`src/hdl/stream_status_map.svh`:
```
// register offsets, word field positions and reset values of the stream status monitor
`ifndef STREAM_STATUS_MAP_SVH
`define STREAM_STATUS_MAP_SVH

// register word addresses
`define REG_CTRL 8'h00
`define REG_STATUS 8'h01
`define REG_WORD0 8'h02
`define REG_WORD1 8'h03
`define REG_WORD2 8'h04
`define REG_WORD3 8'h05
`define REG_POP 8'h06

// control fields and reset values
`define CTRL_ENABLE_BIT 0
`define CTRL_RESET 1'b1

// word 2 error flags
`define W2_CRC_BIT 0
`define W2_MARKER_BIT 1
`define W2_UNCORR_BIT 2
`define W2_SIZE_BIT 3

// word 3 layout
`define W3_TYPE_BIT 0
`define W3_CORR_LOSS_BIT 1
`define W3_LOST_LOSS_BIT 2
`define W3_CNT_LSB 3

// filler pixel value used while padding
`define PAD_DATA 16'h0000

`endif

```
`src/hdl/stream_status_pkg.sv`:
```
// types shared by the stream status monitor
`default_nettype none

package stream_status_pkg;

  typedef struct packed {
    logic valid;
    logic sof;
    logic eof;
    logic [15:0] data;
  } pix_in_s;

  typedef struct packed {
    logic [15:0] width;
    logic [15:0] height;
    logic [15:0] tag;
    logic [7:0] stream;
    logic marker_err;
    logic uncorr_err;
  } hdr_s;

  typedef struct packed {
    logic valid;
    logic sol;
    logic eol;
    logic eof;
    logic pad;
    logic [15:0] data;
  } pix_out_s;

  typedef struct packed {
    logic [15:0] tag;
    logic [7:0] stream;
    logic [3:0] flags;
    logic lost;
  } ev_cand_s;

  typedef struct packed {
    ev_cand_s ev;
    logic [1:0] loss;
    logic [12:0] lost_cnt;
  } ev_rec_s;

  typedef enum logic [3:0] {
    st_idle = 4'h1,
    st_pass = 4'h2,
    st_pad = 4'h4,
    st_drop = 4'h8
  } fsm_e;

endpackage : stream_status_pkg

`default_nettype wire

```
`src/hdl/cxp_stream_status_monitor.sv`:
```
// frame size guard and stream status event queue
// How it works
// - pixels beyond header width times height are discarded
// - short frames are padded with filler up to header size
// - any size mismatch raises an event with the size flag
// - each record is four 16-bit words read at word0..word3
// - word0 holds the image tag of the frame concerned
// - word1 holds stream id high byte, low byte reads zero
// - word2 bits 0..3 crc, marker, uncorrectable, size; rest zero
// - word3 bit0 is 0 for damaged, 1 for dropped frame
// - frame with a bad header is dropped whole, dropped event
// - frame starting during padding is dropped with a dropped event
// - gap in frame tags raises a dropped event
// - damaged event lost to full queue sets word3 bit1 later
// - lost dropped events set word3 bit2 and count in bits 3..15
// - counter wraps yet bit2 stays set, zero count means overflow
// - every record queued gives a one-cycle interrupt pulse
// - same-tag same-type events merge into the tail record unless the tail is the head
// - a record carrying loss information never takes a merge
// - crc errors take the tag of the frame current at packet end
//
// Chosen here: the plain strobed port and the register offsets.
`default_nettype none
`include "stream_status_map.svh"

module cxp_stream_status_monitor #(
  parameter int QDEPTH = 8,
  parameter int QW = 3
) (
  // clock and reset
  input wire logic clk,
  input wire logic arst_n,
  // rebuilt stream from the depacketizer
  input wire stream_status_pkg::pix_in_s in_beat,
  input wire stream_status_pkg::hdr_s in_hdr,
  input wire logic crc_err,
  // stream toward the pixel pipeline
  output stream_status_pkg::pix_out_s out_beat,
  // register port
  input wire logic [7:0] reg_addr,
  input wire logic [15:0] reg_wdata,
  input wire logic reg_wr,
  input wire logic reg_rd,
  output logic [15:0] reg_rdata,
  // event notification
  output logic event_irq
);

  function automatic logic [15:0] inc16(input logic [15:0] v);
    inc16 = v + 16'h0001;
  endfunction : inc16

  stream_status_pkg::fsm_e state;
  stream_status_pkg::fsm_e next_state;
  logic [15:0] x, y, width, height, cur_tag, prev_tag;
  logic [7:0] cur_stream;
  logic frame_full, over, drop_pend, have_prev, enable;

  logic beat, sof, eof, hdr_bad, accept, in_pass, full_e, over_e, emit, lastpx;
  logic line_end, surplus, end_pass, short_frame, mismatch, gap, sof_lost, pad_done;
  logic next_full, next_drop_pend;
  logic [15:0] w_e, h_e, x_e, y_e, exp_tag, cur_tag_e, next_x, next_y;
  logic [7:0] cur_stream_e;

  assign beat = in_beat.valid;
  assign sof = beat & in_beat.sof;
  assign eof = beat & in_beat.eof;
  assign hdr_bad = in_hdr.marker_err | in_hdr.uncorr_err;
  assign accept = (state == stream_status_pkg::st_idle) & sof & ~hdr_bad;
  assign w_e = accept ? in_hdr.width : width;
  assign h_e = accept ? in_hdr.height : height;
  assign x_e = accept ? 16'h0000 : x;
  assign y_e = accept ? 16'h0000 : y;
  assign full_e = accept ? 1'b0 : frame_full;
  assign over_e = accept ? 1'b0 : over;
  assign cur_tag_e = accept ? in_hdr.tag : cur_tag;
  assign cur_stream_e = accept ? in_hdr.stream : cur_stream;
  assign in_pass = (state == stream_status_pkg::st_pass) | accept;
  assign line_end = (x_e == w_e - 16'h0001);
  assign lastpx = line_end & (y_e == h_e - 16'h0001);

  // emit only up to the header size
  assign emit = (in_pass & beat & ~full_e) | ((state == stream_status_pkg::st_pad) & ~frame_full);
  assign surplus = in_pass & beat & full_e;
  assign end_pass = in_pass & eof;
  assign short_frame = ~full_e & ~(emit & lastpx);
  // size mismatch found at frame end
  assign mismatch = end_pass & (short_frame | over_e | surplus);
  assign pad_done = (state == stream_status_pkg::st_pad) & emit & lastpx;
  assign next_full = (emit & lastpx) | full_e;
  assign next_x = ~emit ? x : (line_end ? 16'h0000 : inc16(x_e));
  assign next_y = ~emit ? y : (line_end ? inc16(y_e) : y_e);
  // a frame that begins while padding is swallowed to its end
  assign next_drop_pend = (state == stream_status_pkg::st_pad) ? ((drop_pend | sof) & ~eof) : 1'b0;
  // tag gap detection against the last seen start
  assign exp_tag = inc16(prev_tag);
  assign gap = sof & have_prev & (in_hdr.tag != exp_tag);
  assign sof_lost = sof & ~accept;

  always_comb
  begin
    next_state = state;
    case (state)
      stream_status_pkg::st_idle:
      begin
        if (sof && hdr_bad)
          next_state = eof ? stream_status_pkg::st_idle : stream_status_pkg::st_drop;
        else if (sof && eof)
          next_state = short_frame ? stream_status_pkg::st_pad : stream_status_pkg::st_idle;
        else if (sof)
          next_state = stream_status_pkg::st_pass;
      end
      stream_status_pkg::st_pass:
      begin
        if (eof)
          next_state = short_frame ? stream_status_pkg::st_pad : stream_status_pkg::st_idle;
      end
      stream_status_pkg::st_pad:
      begin
        // keep filling until the header size is reached
        if (pad_done)
          next_state = next_drop_pend ? stream_status_pkg::st_drop : stream_status_pkg::st_idle;
      end
      stream_status_pkg::st_drop:
      begin
        if (eof)
          next_state = stream_status_pkg::st_idle;
      end
      default: next_state = stream_status_pkg::st_idle;
    endcase
  end

  always_ff @(posedge clk or negedge arst_n)
  begin
    if (!arst_n)
    begin
      state <= stream_status_pkg::st_idle;
      x <= 16'h0000;
      y <= 16'h0000;
      width <= 16'h0000;
      height <= 16'h0000;
      cur_tag <= 16'h0000;
      cur_stream <= 8'h00;
      prev_tag <= 16'h0000;
      have_prev <= 1'b0;
      frame_full <= 1'b0;
      over <= 1'b0;
      drop_pend <= 1'b0;
    end
    else
    begin
      state <= next_state;
      x <= next_x;
      y <= next_y;
      width <= w_e;
      height <= h_e;
      cur_tag <= cur_tag_e;
      cur_stream <= cur_stream_e;
      frame_full <= next_full;
      over <= over_e | surplus;
      drop_pend <= next_drop_pend;
      if (sof)
      begin
        prev_tag <= in_hdr.tag;
        have_prev <= 1'b1;
      end
    end
  end

  // registered outbound stream; filler is a constant since its value is free
  always_ff @(posedge clk or negedge arst_n)
  begin
    if (!arst_n)
      out_beat <= '0;
    else
    begin
      out_beat.valid <= emit;
      out_beat.sol <= emit & (x_e == 16'h0000);
      out_beat.eol <= emit & line_end;
      out_beat.eof <= emit & lastpx;
      out_beat.pad <= emit & (state == stream_status_pkg::st_pad);
      out_beat.data <= (state == stream_status_pkg::st_pad) ? `PAD_DATA : in_beat.data;
    end
  end

  // event candidate, at most one per cycle
  stream_status_pkg::ev_cand_s cand;
  logic cand_lost, cand_valid;
  logic [3:0] cand_flags;

  // bad header or any unaccepted start means a dropped frame
  assign cand_lost = sof_lost | gap;
  assign cand_valid = enable & (cand_lost | mismatch | crc_err);
  // crc pulse takes whatever frame is current at packet end
  assign cand_flags[`W2_CRC_BIT] = crc_err;
  assign cand_flags[`W2_MARKER_BIT] = sof_lost & in_hdr.marker_err;
  assign cand_flags[`W2_UNCORR_BIT] = sof_lost & in_hdr.uncorr_err;
  assign cand_flags[`W2_SIZE_BIT] = mismatch;
  // tag: first missing tag on a gap, else the frame concerned
  assign cand.tag = gap ? exp_tag : (sof_lost ? in_hdr.tag : cur_tag_e);
  assign cand.stream = cand_lost ? in_hdr.stream : cur_stream_e;
  assign cand.flags = cand_flags;
  assign cand.lost = cand_lost;

  // event queue
  stream_status_pkg::ev_rec_s mem [QDEPTH];
  stream_status_pkg::ev_rec_s new_rec, rec_last, head_rec;
  logic [QDEPTH-1:0] locked;
  logic [QW-1:0] head, tail, last;
  logic [QW:0] count;
  logic lcorr, llost, pop, merge_ok, not_full, push, fail;
  logic [12:0] lcnt;

  assign last = tail - QW'(1);
  assign rec_last = mem[last];
  assign head_rec = mem[head];
  assign pop = reg_wr & (reg_addr == `REG_POP) & (count != '0);
  // merge only into a tail that the host is not reading
  // never merge while loss information is pending or stored
  assign merge_ok = cand_valid & ~lcorr & ~llost & ~locked[last] &
    (count > (QW+1)'({pop, ~pop})) &
    (rec_last.ev.tag == cand.tag) & (rec_last.ev.lost == cand.lost);
  // full queue, unless the head leaves this cycle
  assign not_full = (count != (QW+1)'(QDEPTH)) | pop;
  assign push = cand_valid & ~merge_ok & not_full;
  assign fail = cand_valid & ~merge_ok & ~not_full;
  assign new_rec.ev = cand;
  assign new_rec.loss = {llost, lcorr};
  assign new_rec.lost_cnt = lcnt;

  // payload storage needs no reset; it is read only below count
  always_ff @(posedge clk)
  begin
    if (push)
      mem[tail] <= new_rec;
    else if (merge_ok)
      mem[last].ev.flags <= rec_last.ev.flags | cand.flags;
  end

  always_ff @(posedge clk or negedge arst_n)
  begin
    if (!arst_n)
    begin
      head <= '0;
      tail <= '0;
      count <= '0;
      locked <= '0;
      lcorr <= 1'b0;
      llost <= 1'b0;
      lcnt <= 13'h0000;
      event_irq <= 1'b0;
    end
    else
    begin
      event_irq <= push;
      if (push)
      begin
        tail <= tail + QW'(1);
        locked[tail] <= lcorr | llost;
      end
      if (pop)
        head <= head + QW'(1);
      if (push && !pop)
        count <= count + {{QW{1'b0}}, 1'b1};
      else if (pop && !push)
        count <= count - {{QW{1'b0}}, 1'b1};
      if (fail && !cand.lost)
        lcorr <= 1'b1;
      else if (push)
        lcorr <= 1'b0;
      // dropped event loss flag and counter
      if (fail && cand.lost)
      begin
        llost <= 1'b1;
        lcnt <= lcnt + 13'h0001;
      end
      else if (push)
      begin
        llost <= 1'b0;
        lcnt <= 13'h0000;
      end
    end
  end

  // register read mux
  logic hv;
  logic [15:0] word0, word1, word2, word3, status_word, rd_mux;

  assign hv = (count != '0);
  // head record exposed as four words, zero when empty
  assign word0 = hv ? head_rec.ev.tag : 16'h0000;
  assign word1 = hv ? {head_rec.ev.stream, 8'h00} : 16'h0000;
  assign word2 = hv ? {12'h000, head_rec.ev.flags} : 16'h0000;
  assign word3 = hv ? {head_rec.lost_cnt, head_rec.loss, head_rec.ev.lost} : 16'h0000;
  assign status_word = {2'h0, llost, lcorr, state, 8'(count)};
  assign rd_mux = (reg_addr == `REG_CTRL) ? {15'h0000, enable} :
    (reg_addr == `REG_STATUS) ? status_word :
    (reg_addr == `REG_WORD0) ? word0 :
    (reg_addr == `REG_WORD1) ? word1 :
    (reg_addr == `REG_WORD2) ? word2 :
    (reg_addr == `REG_WORD3) ? word3 : 16'h0000;

  always_ff @(posedge clk or negedge arst_n)
  begin
    if (!arst_n)
    begin
      enable <= `CTRL_RESET;
      reg_rdata <= 16'h0000;
    end
    else
    begin
      reg_rdata <= reg_rd ? rd_mux : 16'h0000;
      if (reg_wr && (reg_addr == `REG_CTRL))
        enable <= reg_wdata[`CTRL_ENABLE_BIT];
    end
  end
endmodule : cxp_stream_status_monitor

`default_nettype wire

```
`config.mk`:
```
export PLATFORM = sky130hd
export DESIGN_NAME = cxp_stream_status_monitor
export DESIGN_NICKNAME = d
export VERILOG_FILES = /design/src/hdl/stream_status_pkg.sv /design/src/hdl/cxp_stream_status_monitor.sv
export VERILOG_INCLUDE_DIRS = /design/src /design/src/hdl
export SDC_FILE = /design/constraint.sdc
export NUM_CORES = 1
export LEC_CHECK = 0
export ABC_AREA = 0
export BUFFER_PORTS_ARGS = -buffer_cell sky130_fd_sc_hd__buf_2
export CORE_UTILIZATION = 37
export CTS_CLUSTER_SIZE = 24
export DETAILED_ROUTE_END_ITERATION = 16
export HOLD_SLACK_MARGIN = 0.03
export SLEW_MARGIN = 15
export SYNTH_ARGS = -nofsm -noshare
export SYNTH_HDL_FRONTEND = slang
export SYNTH_SLANG_ARGS = --single-unit
```
`constraint.sdc`:
```
create_clock -name clk -period 8.3 [get_ports clk]
set_input_delay 1.66 -clock clk [delete_from_list [all_inputs] [get_ports clk]]
set_output_delay 1.66 -clock clk [all_outputs]
set_load 0.01 [all_outputs]
```
=== After elaboration in Yosys (flattened, before gate mapping) ===
Memories as Yosys holds them, arrays and structs flattened.
Index checks and enable logic that the tools add are counted.

* Memories: 1
* RAM bits: 352
* Input bits: 106
* Register bits: 184
* Output and inout bits: 38
* Logic and storage cells: 200

* Magnitude comparators: 4
* Mux-type cells: 56
* Equal/unequal tests: 20
* Reduce and logical (&&, ||, !) cells: 19
* Bitwise logic cells: 61
* Add/subtract/negate cells: 11

{| class="wikitable"
|+ Memories
! memory !! words !! bits a word !! rd ports !! clocked after memory_dff !! write ports !! RTL line !! source
|-
| mem || 8 || 44 || 2 || 0 || 1 || cxp_stream_status_monitor.sv:206 || <nowiki>stream_status_pkg::ev_rec_s mem [QDEPTH];</nowiki>
|}

{| class="wikitable"
|+ Operators with widths
! cell !! number
|-
| 16-bit two-way mux || 20
|-
| 16-bit by 1-bit adder with 16-bit output, second input constant || 3
|-
| 16-bit == test || 3
|-
| 4-bit two-way mux || 11
|-
| 44-bit two-way mux || 1
|-
| 44-bit OR reduction || 1
|-
| 1-bit AND || 35
|-
| 16-bit by 1-bit subtractor with 16-bit output, second input constant || 2
|-
| 13-bit two-way mux || 2
|-
| 8-bit by 3-bit == test with 1-bit output, second input constant || 3
|-
| 8-bit by 2-bit == test with 1-bit output, second input constant || 2
|-
| 16-bit logical NOT || 1
|-
| 8-bit two-way mux || 2
|-
| 16-bit != test || 1
|-
| 4-bit one-hot mux with 4 select lines || 1
|-
| 13-bit by 1-bit adder with 13-bit output, second input constant || 1
|-
| 1-bit two-way mux || 13
|-
| 1-bit bitwise OR || 13
|-
| 1-bit NOT || 12
|-
| 8-bit bitwise mux || 1
|-
| 8-bit by 1-bit == test with 1-bit output, second input constant || 1
|-
| 1-bit logical AND || 8
|-
| 8-bit logical NOT || 1
|-
| 3-bit by 4-bit less-than comparator with 1-bit output, second input constant || 2
|-
| other kinds (23) || 31
|}

=== Logic depth before layout (Yosys ltp) ===
Gate-level depths: netlist (run 1).

* Word-level depth: 29
* Mapped depth: 30
* Mapped depth without buffers: 24

=== Least setup slack after synthesis (run 1) ===
Ideal clock, no wire load.

* Kind: input -> register
* Start point: in in_beat[17] (netlist bit)
* End point: mem mem[5][16] (netlist bit), enable pin
* Data required time: 7993 ps
* Path slack: 378 ps
* Buffers on the path: 5
* Arrival time: 7616 ps
* Setup time: 307 ps
* Stages on the path: 20
* Path through: and2_0 > clkbuf_1 > nand3_2 > clkbuf_1 > clkbuf_1 > buf_1 > mux2i_1 > ha_1 > nor4b_1 > nand2_1 > or4_1 > xnor2_1 > o22ai_1 > and3_1 > and4b_1 > buf_2 > a21oi_4 > o2111ai_4 > nor3_2 > a31o_2

* Word-level cells in the longest chain between the ends: 29
* Elaborated cells between the ends (all ways): 57
* Those cells by class: 2 x add/sub; 4 x eq/ne; 16 x mux; 34 x bitwise; 1 x reduce/logical

{| class="wikitable"
|+ RTL lines
! element !! RTL line !! source
|-
| from (decl) || cxp_stream_status_monitor.sv:34 || <nowiki>input wire stream_status_pkg::pix_in_s in_beat,</nowiki>
|-
| 1-bit AND * || cxp_stream_status_monitor.sv:66 || <nowiki>assign sof = beat & in_beat.sof;</nowiki>
|-
| 1-bit AND (2 in a row) || cxp_stream_status_monitor.sv:69 || <nowiki>assign accept = (state == stream_status_pkg::st_idle) & sof & ~hdr_bad;</nowiki>
|-
| 16-bit two-way mux, or another cell as far along || cxp_stream_status_monitor.sv:70 || <nowiki>assign w_e = accept ? in_hdr.width : width;</nowiki>
|-
| 16-bit by 1-bit subtractor with 16-bit output, or another cell as far along || cxp_stream_status_monitor.sv:79 || <nowiki>assign line_end = (x_e == w_e - 16'h0001);</nowiki>
|-
| 16-bit == test, or another cell as far along || cxp_stream_status_monitor.sv:79 ||
|-
| 1-bit AND or 1-bit bitwise OR (tied branches) || cxp_stream_status_monitor.sv:80, cxp_stream_status_monitor.sv:83 ||
|-
| 1-bit AND || cxp_stream_status_monitor.sv:86 || <nowiki>assign short_frame = ~full_e & ~(emit & lastpx);</nowiki>
|-
| 1-bit NOT || cxp_stream_status_monitor.sv:86 ||
|-
| (+11 left out) || n/a ||
|-
| 1-bit AND || cxp_stream_status_monitor.sv:221 || <nowiki>(count > (QW+1)'({pop, ~pop})) &</nowiki>
|-
| 1-bit AND || cxp_stream_status_monitor.sv:222 || <nowiki>(rec_last.ev.tag == cand.tag) & (rec_last.ev.lost == cand.lost);</nowiki>
|-
| 1-bit NOT || cxp_stream_status_monitor.sv:225 || <nowiki>assign push = cand_valid & ~merge_ok & not_full;</nowiki>
|-
| 1-bit AND (2 in a row) || cxp_stream_status_monitor.sv:225 ||
|-
| 1-bit two-way mux || cxp_stream_status_monitor.sv:234 || <nowiki>if (push)</nowiki>
|-
| 1-bit two-way mux (implied by the code) || cxp_stream_status_monitor.sv:237 || <nowiki>mem[last].ev.flags <= rec_last.ev.flags | cand.flags;</nowiki>
|-
| 44-bit OR reduction (no source line) || n/a ||
|-
| 3-bit two-way mux (no source line) or 2-bit two-way mux (tied branches) || n/a ||
|-
| to (decl) || cxp_stream_status_monitor.sv:206 ||
|}

Mark *: on every way between the ends. The rest lies on a longest branch, timed or not.

=== Final worst setup path (run 1) ===
* Start point: in reg_addr[5]
* End point: reg count[3]

* Word-level cells in the longest chain between the ends: 14
* Elaborated cells between the ends (all ways): 18
* Those cells by class: 1 x order compare; 1 x eq/ne; 1 x mux; 10 x bitwise; 5 x reduce/logical

{| class="wikitable"
|+ RTL lines
! element !! RTL line !! source
|-
| from (decl) || cxp_stream_status_monitor.sv:40 || <nowiki>input wire logic [7:0] reg_addr,</nowiki>
|-
| 8-bit by 3-bit == test with 1-bit output (no source line) * || n/a ||
|-
| 1-bit AND * (2 in a row) || cxp_stream_status_monitor.sv:217 || <nowiki>assign pop = reg_wr & (reg_addr == `REG_POP) & (count != '0);</nowiki>
|-
| 1-bit NOT || cxp_stream_status_monitor.sv:221 ||
|-
| 4-bit by 2-bit greater-than comparator with 1-bit output || cxp_stream_status_monitor.sv:221 ||
|-
| 1-bit AND || cxp_stream_status_monitor.sv:220 || <nowiki>assign merge_ok = cand_valid & ~lcorr & ~llost & ~locked[last] &</nowiki>
|-
| 1-bit AND || cxp_stream_status_monitor.sv:221 ||
|-
| 1-bit AND || cxp_stream_status_monitor.sv:222 ||
|-
| 1-bit NOT || cxp_stream_status_monitor.sv:225 ||
|-
| 1-bit AND (2 in a row) || cxp_stream_status_monitor.sv:225 ||
|-
| 1-bit logical NOT || cxp_stream_status_monitor.sv:265 || <nowiki>else if (pop && !push)</nowiki>
|-
| 1-bit logical AND || cxp_stream_status_monitor.sv:265 ||
|-
| 2-bit nonzero test (no source line) || n/a ||
|-
| to (signal assigned) || cxp_stream_status_monitor.sv:264 || <nowiki>count <= count + {{QW{1'b0}}, 1'b1};</nowiki>
|-
| to (signal assigned) || cxp_stream_status_monitor.sv:266 || <nowiki>count <= count - {{QW{1'b0}}, 1'b1};</nowiki>
|-
| to (decl) || cxp_stream_status_monitor.sv:210 || <nowiki>logic [QW:0] count;</nowiki>
|}

Marks and branches as above.
A chain may end at the register's enable or synchronous reset.

==> flow_metrics.py, run 1 <==
metrics = {
    "timing": {
        "period_share_pct": 84.6,
        "rsz0062_at_grt": "no",
        "setup_viol": 0,
        "setup_tns_ps": 0,
        "skew_ps": 82.1,
        "finalMaxSlewViolations": 0,
        "relSlewSlack_pct": 29.9,
        "max_freq_mhz": 142,
        "worstMarginPinSlew_ps": 1050,
        "finalHoldViolations": 0,
        "fin_crit_ps": 7020,
    },
    "detailed_routing": {
        "antenna_left": 0,
        "wl_per_cell_um": 22.4,
        "viasPerCell": 5.66,
        "wirelength_mm": 72.6,
        "drc": 0,
        "vias": 18313,
        "first_iter_violations": 1821,
        "first_pass_iters": 7,
    },
    "clock_network": {
        "postCtsHoldBufs": 0,
        "cts_buffers": 59,
        "clkLatencyLatePin_ps": 660,
        "clock_path_buffers": 3,
        "cts.sinks": 536,
        "post_cts_buffers": 0,
        "cts_tree": "done",
        "cts_htree_levels": 2,
        "path_clk_slew_ps": 60,
        "cts_root_buffer": "clkbuf_16",
        "ctsResizeCount": 0,
    },
    "floorplan": {
        "dieHeight_um": 273,
        "chipWidth_um": 273,
        "ios": 144,
        "rows": 99,
        "die-area_um2": 74600,
        "initial_utilization_pct": 37.3,
        "core_um2": 72800,
    },
    "grt": {
        "grt_usage_pct": 19.4,
        "antenna_found_initial": 0,
        "grt_pass1_wl_mm": 111,
        "grt_max_degree": 71,
        "grt.overflow.total": 0,
        "grt_pass1_vias": 18352,
    },
    "pwr": {
        "leakagePower_nw": 11.4,
        "vdd_ir_drop_max_mv": 0.310,
        "power_density_nw_per_um2": 295,
        "power_mw": 9.11,
    },
    "min_path": {
        "hp-start": "cur_stream[5]$_DFF_PN0_",
        "hold_path_class": "register to register",
        "whs_path_depth": 2,
        "hold_end": "cur_stream[5]$_DFF_PN0_",
    },
    "logic_synthesis": {
        "yosysWarnings": 0,
        "synth_edf_count": 352,
        "ys_seq_area_share_pct": 55.8,
        "synth_flop_cell": "edfxtp_1",
        "yosysTopAreaCell": "edfxtp_1",
        "syn_nets": 2247,
        "synth-async-reset-ratio_pct": 34.3,
        "synth_top_area_share_pct": 38.9,
        "syn_inst": 2125,
        "yosys-top-cells-area": "edfxtp_1 (39%), dfrtp_1 (17%), mux4_2 (11%)",
        "synth.distinct_cells": 100,
        "synth_seq_cells": 536,
        "syn_area_um2": 27200,
        "syn_avg_cell_area_um2": 12.8,
    },
    "cells_and_area": {
        "drive_gt1_share_pct": 21.0,
        "synthToLayoutAreaGrowth_pct": 13.6,
        "fillers": 6625,
        "layout_common_cells": "edfxtp_1 (352), nand2_1 (299), dfrtp_1 (178), mux4_2 (127), buf_2 (127)",
        "diodes": 0,
        "fin_nets": 2347,
        "final_common_cell": "edfxtp_1",
    },
    "worst_setup_path": {
        "path_delay_family": "compound AO/OA/AOI/OAI gates",
        "critPathMaxStageDelay_ps": 560,
        "critPathMaxFanout": 20,
        "cp_slowest_cell": "or4_1",
        "startpoint_type": "primary input",
        "r2r_setup_slack_ps": 1800,
        "worstPathArrival_ps": 7550,
        "crit_top_cell": "ha_1",
        "end_kind": "register",
        "r2r_start": "state[0]$_DFFE_PN1P_",
        "critical_path_required_ps": 8830,
        "critPathBufInv": 4,
        "rr_endpoint": "count[3]$_DFFE_PN0P_",
        "critical_path_class": "primary input to register",
        "r2r_cells": 24,
    },
    "place": {
        "gp_congestion": 0.891,
        "hpwl_mm": 48.1,
        "portBuffers": 128,
    },
    "status": {
        "status": "finished, final reports clean",
    },
    "run": {
        "maxCapViolCount": 0,
    },
}
-- layout make-up --
class | instances | area, µm² | share of cell area (%)
Sequential cell | 536 | 15200 | 49.2
Multi-Input combinational cell | 1435 | 11400 | 36.8
Clock buffer | 82 | 1650 | 5.35
Tap cell | 959 | 1200 | 3.89
Timing Repair Buffer | 163 | 912 | 2.95
Clock inverter | 30 | 455 | 1.47
Inverter | 30 | 118 | 0.381
-- report_power, final --
| part | total (mW) | internal [mW] | leakage (nW) | switching, mW |
|---|---|---|---|---|
| Sequential | 3.44 | 3.18 | 5.39 | 0.259 |
| Clock | 2.81 | 1.68 | 1.02 | 1.13 |
| Combinational | 2.86 | 1.17 | 5.00 | 1.69 |
-- worst max-delay path by stage --
stage                     start                    to  slack [ps]  cells past startpoint
floorplan           in_beat[17]  mem[5][16]$_DFFE_PP_         380                     20
global placement    reg_addr[5]  count[3]$_DFFE_PN0P_         840                     25
detailed placement  reg_addr[5]  count[3]$_DFFE_PN0P_         710                     25
CTS                 reg_addr[5]  count[3]$_DFFE_PN0P_        1380                     25
global route        reg_addr[5]  count[3]$_DFFE_PN0P_         960                     25
finish              reg_addr[5]  count[3]$_DFFE_PN0P_        1280                     25
-- cells by family (layout without fill, tap and decap cells) --
family          after synthesis  in the layout  synth area share (%)
simple gates                774            774                  14.5
flops                       536            536                  55.8
compound gates              269            269                  6.73
mux                         251            251                  15.3
buf+inv                     154            305                  2.57
xor+xnor                    125            125                  4.31
fa+ha+maj                    16             16                 0.764
-- synthesized netlist by cell type (25+ instances only) --
library cell  number
xor2_1            49
nor2_1           124
nand2b_1          28
dfrtp_1          182
a21oi_1           56
nor2b_1           42
nand2_1          299
inv_1             27
clkbuf_1          68
nor3_1            37
xnor2_1           69
mux4_2           127
o21ai_0           73
a21o_1            25
edfxtp_1         352
and3_1            28
nand3_1           54
mux2i_1           94
-- per-stage QoR --
stage | cells | cell area [µm²] | setup slack [ps] | hold slack [ps] | utilization, %
after floorplan | 2125 | 27200 | 378 | 433 | -
after global placement | 3123 | 28800 | 838 | 445 | 39.5
after detailed placement | 3123 | 28800 | 712 | 454 | 39.5
after CTS | 3235 | 30900 | 1380 | 469 | 42.4
after global routing | 3235 | 30900 | 961 | 494 | 42.4
final | 3235 | 30900 | 1280 | 467 | 42.4
-- flip-flops by register name, summed over array words and instances (netlist names), 3 cells and up --
| name | flops |
|---|---|
| width | 16 |
| y | 16 |
| count | 4 |
| x | 16 |
| locked | 8 |
| cur_tag | 16 |
| cur_stream | 8 |
| height | 16 |
| reg_rdata | 16 |
| prev_tag | 16 |
| head | 3 |
| out_beat | 21 |
| tail | 3 |
| mem | 352 |
| lcnt | 13 |
| state | 4 |
-- routing by layer --
metal  up-vias  share of wire [%]  GRT usage [%]  routed length (µm)
met3       103                7.2           3.73                5230
met5         -                  0              0                   0
met2       707                 47           31.1               33800
met4         0                2.1           4.63                1500
met1      9313                 44           27.1               32000
li1       8190                  -              -                   -
-- worst min-delay path: stages, from the launching register on --
cell	delay (ps)
dfrtp_1	320
nand2_1	50
nand2_1	70
No activity file was read; power rests on OpenSTA's default activity.
==> run 2: changes to the inputs <==
clock period = 6.3 ns   (was 8.3 ns; I/O delays follow)
==> run 2 against run 1 <==
  * Wire length rose by 2.2%
  * Critical path depth fell by 5
  * Hold slack got worse by 5.1 ps
  * Sequential power rose by 32%
  * Sequential share of layout area fell by 0.55 points
==> flow_metrics.py, run 2 (same netlist as run 1, synthesis figures left out) <==
metrics = {
    "cells_and_area": {
        "largest_reg_flops": 352,
        "fin_area_um2": 31200,
        "fillers": 6647,
        "final_common_cell": "edfxtp_1",
        "layout_common_cells": "edfxtp_1 (352), nand2_1 (299), dfrtp_1 (178), mux4_2 (127), buf_2 (127)",
        "layout.cells.non_filler": 3281,
        "regMostFlops": "mem",
        "fin_nets": 2394,
        "final_util_pct": 42.9,
        "synthToLayoutAreaGrowth_pct": 14.8,
        "drive_gt1_share_pct": 22.8,
        "diodes": 0,
        "largestRegisters": "mem x352, out_beat x21",
    },
    "detailed_routing": {
        "first_pass_iters": 5,
        "drc": 0,
        "wl_per_cell_um": 22.6,
        "wirelength_mm": 74.2,
        "viasPerCell": 5.61,
        "antenna_left": 0,
        "vias": 18399,
        "first_iter_violations": 1658,
    },
    "worst_setup_path": {
        "r2r_cells": 19,
        "critical_path_required_ps": 6580,
        "crit_start": "in_hdr[0]",
        "critical_path_class": "primary input to register",
        "r2r_start": "state[0]$_DFFE_PN1P_",
        "worstPathArrival_ps": 5940,
        "critPathMaxFanout": 11,
        "rr_endpoint": "mem[5][41]$_DFFE_PP_",
        "startpoint_type": "primary input",
        "end_kind": "register",
        "r2r_setup_slack_ps": 660,
    },
    "min_path": {
        "hold_path_class": "register to register",
        "hold_end": "cur_stream[0]$_DFF_PN0_",
        "whs_path_depth": 2,
        "hp-start": "cur_stream[0]$_DFF_PN0_",
    },
    "grt": {
        "grt_max_degree": 103,
        "antenna_found_initial": 1,
        "grt.overflow.total": 0,
        "grt_pass1_vias": 18567,
        "grt_pass1_wl_mm": 114,
        "grt_usage_pct": 20.0,
    },
    "place": {
        "numPlacedInstances": 3171,
        "hpwl_mm": 50.9,
        "dpl_cell_area_um2": 29300,
        "portBuffers": 128,
        "gp_congestion": 0.859,
        "place_ws_ps": -5.14,
    },
    "timing": {
        "rsz0062_at_grt": "no",
        "timing.hold.ws_ps": 462,
        "period_share_pct": 89.8,
        "finalMaxSlewViolations": 0,
        "setup_viol": 0,
        "max_freq_mhz": 177,
        "finalHoldViolations": 0,
        "worst_slack_ps": 642,
        "worstMarginPinSlew_ps": 1040,
        "fin_crit_ps": 5660,
        "skew_ps": 25.4,
        "relSlewSlack_pct": 30.0,
        "setup_tns_ps": 0,
    },
    "floorplan": {
        "die-area_um2": 74600,
        "ios": 144,
        "rows": 99,
        "chipWidth_um": 273,
        "initial_utilization_pct": 37.3,
        "dieHeight_um": 273,
        "core_um2": 72800,
    },
    "clock_network": {
        "cts.sinks": 536,
        "clock_path_buffers": 3,
        "post_cts_buffers": 0,
        "ctsResizeCount": 0,
        "path_clk_slew_ps": 60,
        "cts_root_buffer": "clkbuf_16",
        "postCtsHoldBufs": 0,
        "cts_buffers": 58,
        "clkLatencyLatePin_ps": 650,
        "cts_tree": "done",
        "cts_htree_levels": 2,
    },
    "pwr": {
        "power_density_nw_per_um2": 382,
        "leakagePower_nw": 11.6,
        "vdd_ir_drop_max_mv": 0.244,
        "power_mw": 11.9,
    },
    "status": {
        "status": "finished, final reports clean",
    },
    "run": {
        "maxCapViolCount": 0,
    },
}
## run 2: cell count changes in the layout (fill, tap and decap cells not counted), moves of 3 or more
cell,delta
buf_12,+9
clkinvlp_4,+3
clkinv_2,+6
clkbuf_8,-6
buf_4,+39
clkbuf_1,-5
## run 2: worst max-delay path: stages
cell and delay [ps]:
buf_2 120, nor2_2 150, buf_12 150, nand3_4 190, mux2i_1 260, ha_1 230, buf_4 160, nand3b_1 70
o21ai_0 90, nand2_1 70, a2111oi_0 460, a21oi_1 110, nor4_1 320, nand4_1 220, and4b_1 430, a21oi_4 100
buf_4 170, o21a_1 200, and3_2 290, a211oi_1 880
## run 2: layout make-up
class                           count  area, µm²  area share, %
Sequential cell                   536      15200           48.6
Multi-Input combinational cell   1435      11400           36.4
Inverter                           30        118          0.377
Tap cell                          959       1200           3.84
Clock buffer                       70       1530           4.89
Timing Repair Buffer              211       1390           4.43
Clock inverter                     40        439           1.41
## run 2: how the worst max path moves through the flow
stage / to / slack (ps) / cells past startpoint
2_1_floorplan: mem[5][16]$_DFFE_PP_ / 10 / 20
3_3_place_gp: mem[5][41]$_DFFE_PP_ / 150 / 19
3_5_place_dp: mem[7][41]$_DFFE_PP_ / -5 / 19
4_1_cts: mem[5][41]$_DFFE_PP_ / 630 / 19
5_1_grt: mem[5][41]$_DFFE_PP_ / 270 / 19
6_report: mem[5][41]$_DFFE_PP_ / 640 / 20
## run 2: power breakdown
group          switching (mW)  leakage [nW]  internal, mW  total [mW]
combinational            2.25          5.27          1.63        3.89
clock                    1.48         0.957          2.03        3.51
sequential              0.349          5.39          4.19        4.54
total                    4.08          11.6          7.85        11.9
## run 2: routing by layer
layer	wire length, µm	up-vias	GRT usage, %
li1	-	8277	-
met1	32400	9389	27.5
met2	34800	635	32.2
met3	5400	98	4.22
met4	1630	0	5.07
met5	0	-	0
==> run 3: changes to the inputs <==
ABC_AREA = 1   (was 0)
==> run 3 against run 2 <==
  * The run now ends with design-rule violations left
  * Sequential power is 11% higher
  * Clock-buffer cell count is 3 higher
  * Power is 13% higher
  * Highest routed layer is now met5
  * Die area up 1.1%
==> flow_metrics.py, run 3 <==
metrics = {
    "logic_synthesis": {
        "yosysTopAreaCell": "edfxtp_1",
        "ys_seq_area_share_pct": 55.2,
        "synth.distinct_cells": 65,
        "syn_nets": 3167,
        "synth_top_area_share_pct": 38.4,
        "syn_area_um2": 27500,
        "synth_edf_count": 352,
        "yosysWarnings": 0,
        "synth_most_common_cell": "nand2_1",
        "syn_avg_cell_area_um2": 9.03,
        "synth-async-reset-ratio_pct": 34.3,
        "ys_top_cells_by_count": "nand2_1 (614), nor2_1 (368), edfxtp_1 (352), inv_1 (304), o21ai_0 (272)",
        "syn_inst": 3045,
        "yosys-top-cells-area": "edfxtp_1 (38%), dfrtp_1 (17%), nand2_1 (8.4%)",
        "synth_flop_cell": "edfxtp_1",
        "synth_seq_cells": 536,
    },
    "detailed_routing": {
        "wirelength_mm": 77.1,
        "vias": 21632,
        "first_pass_iters": 11,
        "first_iter_violations": 1828,
        "drc": 4,
        "viasPerCell": 5.23,
        "wl_per_cell_um": 18.6,
        "antenna_left": 0,
    },
    "timing": {
        "period_share_pct": 86.6,
        "fin_crit_ps": 5460,
        "finalMaxSlewViolations": 0,
        "worst_slack_ps": 843,
        "finalHoldViolations": 0,
        "relSlewSlack_pct": 21.7,
        "setup_tns_ps": 0,
        "max_freq_mhz": 183,
        "skew_ps": 20.4,
        "setup_viol": 0,
        "worstMarginPinSlew_ps": 1170,
        "rsz0062_at_grt": "no",
    },
    "grt": {
        "grt_usage_pct": 20.1,
        "grt.overflow.total": 0,
        "grt_max_degree": 94,
        "grt_pass1_vias": 20316,
        "antenna_found_initial": 2,
        "grt_pass1_wl_mm": 118,
    },
    "worst_setup_path": {
        "critical_path_class": "primary input to register",
        "crit_top_cell": "nand2_1",
        "critPathBufInv": 6,
        "critPathMaxStageDelay_ps": 520,
        "critical_path_required_ps": 6810,
        "end_kind": "register",
        "startpoint_type": "primary input",
        "critPathMaxFanout": 38,
        "cp_slowest_cell": "o21ai_0",
        "path_delay_family": "simple AND/OR/NAND/NOR gates",
        "worstPathArrival_ps": 5970,
    },
    "clock_network": {
        "ctsResizeCount": 0,
        "cts_tree": "done",
        "path_clk_slew_ps": 70,
        "cts_root_buffer": "clkbuf_16",
        "clock_path_buffers": 3,
        "post_cts_buffers": 0,
        "clkLatencyLatePin_ps": 630,
        "cts_buffers": 58,
        "cts_htree_levels": 2,
        "postCtsHoldBufs": 0,
        "cts.sinks": 536,
    },
    "place": {
        "hpwl_mm": 49.4,
        "portBuffers": 128,
        "gp_congestion": 0.881,
        "place_ws_ps": 206,
    },
    "floorplan": {
        "dieHeight_um": 275,
        "chipWidth_um": 275,
        "core_um2": 73200,
        "die-area_um2": 75400,
        "initial_utilization_pct": 37.6,
        "ios": 144,
        "rows": 99,
    },
    "min_path": {
        "hold_path_class": "register to register",
    },
    "pwr": {
        "power_mw": 13.5,
        "vdd_ir_drop_max_mv": 0.650,
        "power_density_nw_per_um2": 433,
        "leakagePower_nw": 12.9,
    },
    "cells_and_area": {
        "fin_nets": 3251,
        "fillers": 7088,
        "largestRegisters": "mem x352, out_beat x21",
        "drive_gt1_share_pct": 12.6,
        "synthToLayoutAreaGrowth_pct": 12.9,
        "final_common_cell": "nand2_1",
        "regMostFlops": "mem",
        "final-seq-area_um2": 15200,
        "largest_reg_flops": 352,
        "multiInputGateArea_um2": 10400,
        "layout_common_cells": "nand2_1 (614), nor2_1 (367), edfxtp_1 (352), inv_1 (293), o21ai_0 (272)",
    },
    "status": {
        "status": "finished with violations",
        "violations": "design-rule violations",
    },
    "run": {
        "maxCapViolCount": 0,
    },
}
run 3: layer usage:
metal  vias up  GRT usage [%]  share of wire [%]
li1      10544              -                  -
met2       655           32.6                 46
met1     10309           28.3                 46
met5         -              0              0.017
met4         2           5.83                2.4
met3       122           2.57                5.9
run 3: power breakdown:
part           internal (mW)  leakage (nW)  total (mW)  switching [mW]
Sequential              4.70          5.55        5.02           0.313
Clock                   2.04         0.964        3.53            1.49
Combinational           1.49          6.35        4.91            3.42
run 3: cell type report:
cell class	instances	area share [%]
Antenna cell	1	0.00806
Clock buffer	73	5.12
Clock inverter	37	1.22
Inverter	316	3.84
Multi-Input combinational cell	2040	33.5
Sequential cell	536	48.9
Tap cell	959	3.86
Timing Repair Buffer	177	3.52
run 3: cells by family after synthesis:
kind of cell	count (synthesis)	synth area share, %
and+or+nand+nor	1387	22.5
xor gates and xnor gates	60	2.04
DFF	536	55.2
adders and majority gates	16	0.755
buffers and inverters	469	7.00
AOI/OAI and AO/OA	577	12.6
run 3: per-stage QoR:
| step | instance area (µm²) | utilization (%) | std cells | hold WS [ps] |
|---|---|---|---|---|
| finish | 31000 | 42.4 | 4139 | 454 |
| detailed placement | 29100 | 39.7 | 4028 | 441 |
| CTS | 31000 | 42.4 | 4138 | 458 |
| floorplan | 27500 | - | 3045 | 423 |
| global route | 31000 | 42.4 | 4138 | 495 |
| global placement | 29100 | 39.7 | 4028 | 439 |
run 3: final timing paths:
check,startpoint,slack [ps],end,cells after the start
max,in_hdr[1],840,count[3]$_DFFE_PN0P_,28
min reg2reg,have_prev$_DFFE_PN0N_,450,have_prev$_DFFE_PN0N_,2
max reg2reg,state[0]$_DFFE_PN1P_,1000,count[3]$_DFFE_PN0P_,29
min in group asynchronous,arst_n,670,height[7]$_DFF_PN0_,1
min,have_prev$_DFFE_PN0N_,450,have_prev$_DFFE_PN0N_,2
max in group asynchronous,arst_n,4400,reg_rdata[11]$_DFF_PN0_,2
run 3: worst reg2reg max path: cells and delay by family, from the launching register on:
family                     cells  cell delay (ps)
AOI/OAI and AO/OA              2              580
xor gates and xnor gates       1              130
adders and majority gates      2              490
buffers and inverters          6             1230
DFF                            1              610
and+or+nand+nor               18             2150
